[src/hdl/dmh_pkg.sv]
/*
 * Package for the debug monitor and halt/step control block.
 * Holds register offsets, field positions, reset values and state
 * encodings. Assumes a plain address/strobe register port on core_clk.
 */
`default_nettype none
package dmh_pkg;
    // Register word offsets (byte addresses, one 32-bit word each)
    localparam logic [7:0] OFF_MON_CTRL  = 8'h00; // Monitor control reg
    localparam logic [7:0] OFF_HALT_CTRL = 8'h04; // Halting control/status
    localparam logic [7:0] OFF_FAULT_ST  = 8'h08; // Debug fault status reg
    // Monitor control fields
    localparam int MONITOR_ENABLE_BIT    = 0;            // Monitor enable
    localparam int MONITOR_PENDING_BIT  = 1;            // Monitor pending
    // Halting control fields
    localparam int HDE_BIT       = 0;            // Halting debug enable
    localparam int HALT_BIT      = 1;            // Halt request
    localparam int STEP_BIT      = 2;            // Step request
    localparam int MASK_BIT      = 3;            // Step interrupt mask
    localparam int HALTED_ST_BIT = 16;           // Core halted status
    localparam int SDE_ST_BIT    = 17;           // Secure debug enabled
    // Fault status fields
    localparam int FS_HALTED_BIT = 0;            // Halted/step event seen
    localparam int FS_BREAKPOINT_INSTRUCTION_BIT   = 1;            // Breakpoint event
    localparam int FS_WATCH_BIT  = 2;            // Watchpoint event
    localparam int FS_EXT_BIT    = 3;            // Other async event
    // Reset values
    localparam logic [31:0] RST_ZERO = 32'h0000_0000;
    // Step sequencer states, Gray along run->halted->step->done
    typedef enum logic [1:0]
    {
        DMH_RUN    = 2'b00,
        DMH_HALTED = 2'b01,
        DMH_STEP   = 2'b11,
        DMH_DONE   = 2'b10
    } dmh_state_e;
endpackage : dmh_pkg
`default_nettype wire

[src/hdl/dmh_debug_ctrl.sv]
/*
 * Debug monitor and halting step control for one processor core.
 * Decides pend/escalate/ignore for debug events, sequences halting
 * stepping and decodes the halt/step/mask control triple.
 * Assumes the core reports retirement, exception entry and priorities
 * synchronously on core_clk; debugger accesses arrive on the reg port.
 */
// Implementation choices: strobed register access and the register offsets.
//
// Contract
// - Monitor exception enabled only with monitor_enable
// - Pend monitor only on eligible event, priority
// - Low priority breakpoint instruction escalates hard fault
// - Low priority watchpoint pends; others ignored (the code ignores a low priority watchpoint too)
// - Pending bit set pends monitor exception
// - Taking monitor exception clears pending bit
// - Fault status updates with pending bit set
// - Stepped instruction reads may return anything
// - Async monitor event taken in bounded time
// - Stepped wait instruction retires on wake
// - Stepping active: enabled, permitted, step, running
// - One step outcome per halted exit
// - At most one context push per step
// - After step set halted status, halt request
// - Halt if permitted, else keep running
// - Mask blocks service call, tick, external irqs
// - Permitted exception steps into handler, halts
// - Mask treated zero unless halting enabled, permitted
// - Secure exceptions ignore mask without secure debug
// - Control write decodes exit, step, remain
// - Halting disabled ignores halt, step, mask
// - Halt request and permitted means halt
`default_nettype none
module dmh_debug_ctrl
    import dmh_pkg::*;
#(
    parameter int PRIO_W = 8                   // Priority value width
)
(
    input  wire logic              core_clk,        // Core clock
    input  wire logic              rstn,            // Sync reset, low
    // Register port
    input  wire logic [7:0]        reg_addr,        // Byte address
    input  wire logic [31:0]       reg_wdata,       // Write data
    input  wire logic              reg_wr,          // Write strobe
    input  wire logic              reg_rd,          // Read strobe
    output logic      [31:0]       reg_rdata,       // Read data, next cycle
    // Core status inputs
    input  wire logic              halting_permitted, // Halting allowed
    input  wire logic              secure_debug_enabled, // Secure debug
    input  wire logic              security_ext,    // Security ext present
    input  wire logic [PRIO_W-1:0] exec_priority,   // Current exec priority
    input  wire logic [PRIO_W-1:0] monitor_priority, // Monitor group prio
    // Debug events (one-cycle pulses)
    input  wire logic              evt_breakpoint_instruction,        // Breakpoint instruction
    input  wire logic              evt_watch,       // Watchpoint match
    input  wire logic              evt_other,       // Other monitor event
    input  wire logic              evt_halting,     // Event enters halt
    // Core progress
    input  wire logic              instr_retired,   // Instruction retired
    input  wire logic              exc_entry,       // Context push occurred
    input  wire logic              monitor_taken,   // Monitor exc taken
    input  wire logic              wait_sleeping,   // Stepped wait asleep
    input  wire logic              wake_event,      // Wake from wait
    input  wire logic              exc_secure,      // Pending exc is secure
    // Outputs to core
    output logic                   monitor_pend_req, // Pend monitor exc
    output logic                   hard_fault_req,  // Escalate to hard_fault_exception
    output logic                   core_halt,       // Hold core in debug
    output logic                   step_active,     // Stepping active
    output logic                   irq_block,       // Block tick/svc/irqs
    output logic                   allow_exc_entry  // Core may push context
);

    // Registered control/status state
    logic       monitor_enable;     // Monitor enable bit
    logic       monitor_pending;    // Monitor pending bit
    logic       halting_debug_enable; // Halting debug enable
    logic       halt_req;           // Halt request bit
    logic       step_req;           // Step request bit
    logic       step_interrupt_mask; // Step interrupt mask
    logic [3:0] fault_status;       // Debug fault status bits
    logic [1:0] sync_perm;          // Synchroniser for permit pin
    logic [1:0] sync_sde;           // Synchroniser for secure debug
    logic       perm;               // Synchronised halting permitted
    logic       sde;                // Synchronised secure debug
    logic       pushed;             // Context already pushed this step
    dmh_state_e state;              // Step sequencer state
    dmh_state_e next_state;         // Next sequencer state

    // Decoded strobes
    logic wr_mon;                   // Write monitor control
    logic wr_halt;                  // Write halting control
    logic wr_fs;                    // Write fault status
    logic prio_ok;                  // Monitor outranks execution
    logic mon_set;                  // Event sets pending this cycle
    logic step_done;                // Step finished this cycle
    logic halted;                   // Core presently halted

    // Pins from outside the clock domain pass two flops
    always_ff @(posedge core_clk)
    begin
        if (!rstn)
        begin
            sync_perm <= 2'b00;
            sync_sde  <= 2'b00;
        end
        else
        begin
            sync_perm <= {sync_perm[0], halting_permitted};
            sync_sde  <= {sync_sde[0], secure_debug_enabled};
        end
    end
    assign perm = sync_perm[1];
    assign sde  = sync_sde[1];

    assign wr_mon  = reg_wr && (reg_addr == OFF_MON_CTRL);
    assign wr_halt = reg_wr && (reg_addr == OFF_HALT_CTRL);
    assign wr_fs   = reg_wr && (reg_addr == OFF_FAULT_ST);
    assign halted  = (state == DMH_HALTED);

    // Lower number means higher urgency, as in the core
    assign prio_ok = monitor_enable && (monitor_priority < exec_priority);

    // Event eligible for monitor, not for halt, priority high enough
    assign mon_set = !evt_halting && prio_ok
                   && (evt_breakpoint_instruction || evt_watch || evt_other);

    // Low priority: breakpoint escalates; watchpoint not pended here
    assign hard_fault_req = !evt_halting && monitor_enable && !prio_ok
                          && evt_breakpoint_instruction;

    assign monitor_pend_req = monitor_pending;

    // Monitor control register
    always_ff @(posedge core_clk)
    begin
        if (!rstn)
        begin
            monitor_enable  <= 1'b0;
            monitor_pending <= 1'b0;
        end
        else
        begin
            if (wr_mon)
                monitor_enable <= reg_wdata[MONITOR_ENABLE_BIT];
            // Hardware set wins over both take and software clear
            if (mon_set)
                monitor_pending <= 1'b1;
            else if (monitor_taken)
                monitor_pending <= 1'b0;
            else if (wr_mon)
                monitor_pending <= reg_wdata[MONITOR_PENDING_BIT];
        end
    end

    // Fault status, sticky, write one to clear
    always_ff @(posedge core_clk)
    begin
        if (!rstn)
            fault_status <= 4'h0;
        else
        begin
            // Set terms OR'd last so a set beats a same-cycle clear
            fault_status <= (fault_status
                             & ~(wr_fs ? reg_wdata[3:0] : 4'h0))
                          | {mon_set && evt_other,
                             mon_set && evt_watch,
                             mon_set && evt_breakpoint_instruction,
                             step_done || (evt_halting && halting_debug_enable)
                            };
        end
    end

    // Sequencer: halt entry, exit decode, single step
    always_comb
    begin
        next_state = state;
        step_done  = 1'b0;
        case (state)
            DMH_RUN:
                // Halt request or halting event stops the core
                if (halting_debug_enable && perm
                    && (halt_req || evt_halting))
                    next_state = DMH_HALTED;
            DMH_HALTED:
                // Exit when the debugger clears halt or halting debug enable
                if (!halt_req || !halting_debug_enable)
                    next_state = (step_req && halting_debug_enable)
                               ? DMH_STEP : DMH_RUN;
            DMH_STEP:
                // Retire, wake from wait, or enter an exception
                if (instr_retired || exc_entry
                    || (wait_sleeping && wake_event))
                begin
                    step_done  = 1'b1;
                    next_state = DMH_DONE;
                end
            DMH_DONE:
                // Halt before next instruction if still permitted
                next_state = perm ? DMH_HALTED : DMH_RUN;
            default:
                next_state = DMH_RUN;
        endcase
    end

    // State register
    always_ff @(posedge core_clk)
    begin
        if (!rstn)
            state <= DMH_RUN;
        else
            state <= next_state;
    end

    // One context push per step sequence
    always_ff @(posedge core_clk)
    begin
        if (!rstn)
            pushed <= 1'b0;
        else if (state != DMH_STEP)
            pushed <= 1'b0;
        else if (exc_entry)
            pushed <= 1'b1;
    end

    // Halting control register
    always_ff @(posedge core_clk)
    begin
        if (!rstn)
        begin
            halting_debug_enable <= 1'b0;
            halt_req             <= 1'b0;
            step_req             <= 1'b0;
            step_interrupt_mask  <= 1'b0;
        end
        else
        begin
            if (wr_halt)
            begin
                halting_debug_enable <= reg_wdata[HDE_BIT];
                halt_req             <= reg_wdata[HALT_BIT];
                // Step/mask taken while halted or with halting debug disabled;
                // changes while running with it enabled are simply dropped
                if (halted || !halting_debug_enable)
                begin
                    step_req            <= reg_wdata[STEP_BIT];
                    step_interrupt_mask <= reg_wdata[MASK_BIT];
                end
            end
            // Hardware set beats a same-cycle software clear
            if (step_done
                || (evt_halting && halting_debug_enable && !halted))
                halt_req <= 1'b1;
        end
    end

    // Core controls; stepping needs enable, permit, step, running
    assign step_active = halting_debug_enable && perm && step_req
                       && !halted;
    assign core_halt   = halting_debug_enable && (halted
                       || (state == DMH_DONE && perm));
    // Mask honoured only under enabled, permitted halting debug
    assign irq_block   = halting_debug_enable && perm
                       && step_interrupt_mask
                       && !(security_ext && !sde && exc_secure);
    // Permitted exceptions enter once, then halt at handler start
    assign allow_exc_entry = !(state == DMH_STEP && pushed);

    // Read data: one cycle after the strobe, held until the next read
    always_ff @(posedge core_clk)
    begin
        if (!rstn)
            reg_rdata <= RST_ZERO;
        else if (reg_rd)
        begin
            reg_rdata <= RST_ZERO;
            case (reg_addr)
                OFF_MON_CTRL:
                begin
                    reg_rdata[MONITOR_ENABLE_BIT]   <= monitor_enable;
                    // Stepped reads see live value; any value is legal
                    reg_rdata[MONITOR_PENDING_BIT] <= monitor_pending;
                end
                OFF_HALT_CTRL:
                begin
                    reg_rdata[HDE_BIT]       <= halting_debug_enable;
                    reg_rdata[HALT_BIT]      <= halt_req;
                    reg_rdata[STEP_BIT]      <= step_req;
                    reg_rdata[MASK_BIT]      <= step_interrupt_mask;
                    reg_rdata[HALTED_ST_BIT] <= halted;
                    reg_rdata[SDE_ST_BIT]    <= sde;
                end
                OFF_FAULT_ST:
                    reg_rdata[3:0] <= fault_status;
                default:
                    reg_rdata <= RST_ZERO; // Unmapped reads zero
            endcase
        end
    end

endmodule : dmh_debug_ctrl
`default_nettype wire

[config.mk]
export PLATFORM = sky130hd
export DESIGN_NAME = dmh_debug_ctrl
export DESIGN_NICKNAME = d
export VERILOG_FILES = /design/src/hdl/dmh_pkg.sv /design/src/hdl/dmh_debug_ctrl.sv
export SDC_FILE = /design/constraint.sdc
export NUM_CORES = 1
export LEC_CHECK = 0
export BUFFER_PORTS_ARGS = -buffer_cell sky130_fd_sc_hd__buf_2
export CAP_MARGIN = 20
export CORE_MARGIN = 4
export CORE_UTILIZATION = 43
export CTS_BUF_LIST = sky130_fd_sc_hd__clkbuf_16
export DETAILED_ROUTE_END_ITERATION = 10
export PLACE_DENSITY = 0.9
export SLEW_MARGIN = 30
export SYNTH_ARGS = -nofsm -noshare
export SYNTH_HDL_FRONTEND = slang
export SYNTH_SLANG_ARGS = --single-unit
[constraint.sdc]
create_clock -name core_clk -period 2.7 [get_ports core_clk]
set_input_delay 0.405 -clock core_clk [delete_from_list [all_inputs] [get_ports core_clk]]
set_output_delay 0.405 -clock core_clk [all_outputs]
set_load 0.05 [all_outputs]
==> out/results.txt <==
status = finished, final reports clean
most common library cells after synthesis = buf_4 (26), dfxtp_1 (23), nand2_1 (15)
htree depth = 1
CP dominant cell by count = buf_2
Synth top area share = 0.306
crit path max fanout = 2
r2r worst-path depth = 4
Crit Path Class = primary input to output pin
clk root buf = clkbuf_16
post-synth top area cell = dfxtp_1
worst flop-to-flop path startpoint = monitor_enable
Data required, critical path = 2.30 ns
Cell Rows = 21
total grt overflow = 0
DR WL/cell = 11.6 µm
count leader, synth = buf_4
number of I/O port buffers = 56
Fmax = 460 MHz
Final Cell Area = 1800 µm²
cts hold-fix bufs = 0
CTS Buffer Depth = 2
Yosys cell types = 36
cells after synthesis = 183
Clk pin slew, worst setup/hold paths = 0.06 ns
post-layout util = 0.534
Final min period = 2.17 ns
first-pass GRT wire length = 5.22 mm
CP max stage delay = 0.29 ns
die outline height = 67.1 µm
slowest CP cell = ha_1
Critical Path AT = 1.77 ns
crit path to = hard_fault_req
Nets = 317
Power Density = 458 nW/µm²
antenna viol nets, final = 0
Post-Route WL = 3.26 mm
crit-path leading delay family = compound AO/OA/AOI/OAI gates
CTS sink cnt = 23
Worst path depth = 8
pin count of the biggest net entering global routing = 28
setup TNS = 0 ns
HP Class = primary input to register
setup repair after global routing missed its margin = no
mapped cell area = 1500 µm²
final max-slew violation count = 0
register area share after synthesis = 0.306
Die Area = 4500 µm²
GP Congestion = 0.866
clk_skew = 0.00193 ns
clk_lat worst skew = 0.26 ns
Post-synth ARST share = 0
syn avg cell area = 8.21 µm²
Synth area leaders = dfxtp_1 (31%), buf_4 (13%), ha_1 (5.8%)
Vias/cell = 4.80
post-CTS sizing = 0
I/O pins = 111
final worst path period share = 0.805
vias in the first global route = 1248
CTS tree = yes
DRC = 0
GR Util All Layers = 0.150
Hold Path Stages = 2
# Post-CTS Setup Buffers = 0
share of cells above drive strength 1 = 0.271
Design Power = 0.823 mW
via count = 1353
crit path from = exec_priority[2]
post-DP HPWL = 2.71 mm
Crit path buffers/inverters = 3
reg2reg end = monitor_pend_req
Initial Utilization = 0.447
VDD IR-drop max = 308 µV
CP Cell Sequence = buf_2 -> inv_1 -> ha_1 -> a211oi_1 -> o21ai_1 -> and2_2 -> o21a_1 -> buf_2
Post-synth EDFFs = 0
Worst setup SP type = primary input
Pleak = 0.884 nW
Die Width = 67.1 µm
final hold violation count = 0
r2r setup slk = 1.43 ns
synth warn = 0
pre-CTS WS = 0.503 ns
Critical Path End Type = output pin
DRT iter0 DRCs = 55
Main synth FF type = dfxtp_1
FF+latch count, synth = 23
max_cap viols = 0
first-pass iteration count of the detailed router = 4
initial antenna violation count = 0
Num CTS Buffers = 3
Diodes inserted = 0
placed instance area = 1720 µm²
P&R area growth vs syn = 19.5%
endpoints failing setup = 0
core area = 3360 µm²
setup ws final = 0.528 ns
[cells in the final DEF (no fill, tap or decap), drive strengths merged]
cell type  count
clkinv         1
dfxtp         23
o2111a         1
inv           11
nor2b          9
and3           1
nand2         15
nand3         12
a22o           2
o31ai          1
a31oi          1
conb          26
clkbuf         3
ha             7
o2111ai        1
o21ai          7
o21a           3
o211ai         2
a21boi         8
nand2b         6
nor4           1
and4           2
a21o           1
a211oi         3
mux2i          5
o211a          2
nand4          4
a21oi          4
buf           56
o31a           1
and2           6
a22oi          3
nor2           8
[through the flow]
step                instances  hold WS (ns)
finish                    282         0.359
global route              282         0.372
CTS                       282         0.361
detailed placement        278         0.431
global placement          278         0.413
floorplan                 208         0.412
[flip-flops by register name, indices dropped and copies added, names as in the netlist]
signal,count
reg_rdata,6
halt_req,1
monitor_enable,1
step_interrupt_mask,1
step_req,1
halting_debug_enable,1
fault_status,4
sync_sde,2
sync_perm,2
pushed,1
state,2
monitor_pend_req,1
[power by group]
group | internal (mW) | switching, mW
clock network | 0.199 | 0.120
registers | 0.342 | 0.00146
logic | 0.0404 | 0.119
[per-layer routing]
metal | track usage | vias up | wire [µm]
li1 | - | 685 | -
met1 | 0.185 | 607 | 1330
met2 | 0.259 | 58 | 1570
met3 | 0.0304 | 3 | 324
met4 | 0.0506 | 0 | 33
met5 | 0 | - | 0
[final cells by class]
class	instances	area, µm²
timing repair buffer	56	280
multi-input combinational	142	876
tap	46	57.6
inverter	11	41.3
fill	332	1570
sequential	23	460
clock inverter	1	5.00
clock buffer	3	75.1
[cells by family after synthesis]
group,after synthesis,synth area share
simple gates,64,0.232
buf+inv,43,0.173
flops,23,0.306
mux,5,0.0333
compound gates,40,0.194
fa+ha+maj,7,0.0583
other cells,1,0.00250
[worst min path at each step]
| stage | end | slack, ns | start |
|---|---|---|---|
| 3_3_place_gp | sync_sde[1] | 0.41 | sync_sde[0] |
| 6_report | sync_sde[0] | 0.36 | secure_debug_enabled |
| 5_1_grt | sync_sde[0] | 0.37 | secure_debug_enabled |
| 2_1_floorplan | sync_perm[1] | 0.41 | sync_perm[0] |
| 3_5_place_dp | sync_sde[1] | 0.43 | sync_sde[0] |
| 4_1_cts | sync_sde[0] | 0.36 | secure_debug_enabled |
(Power assumes the default switching activity.)
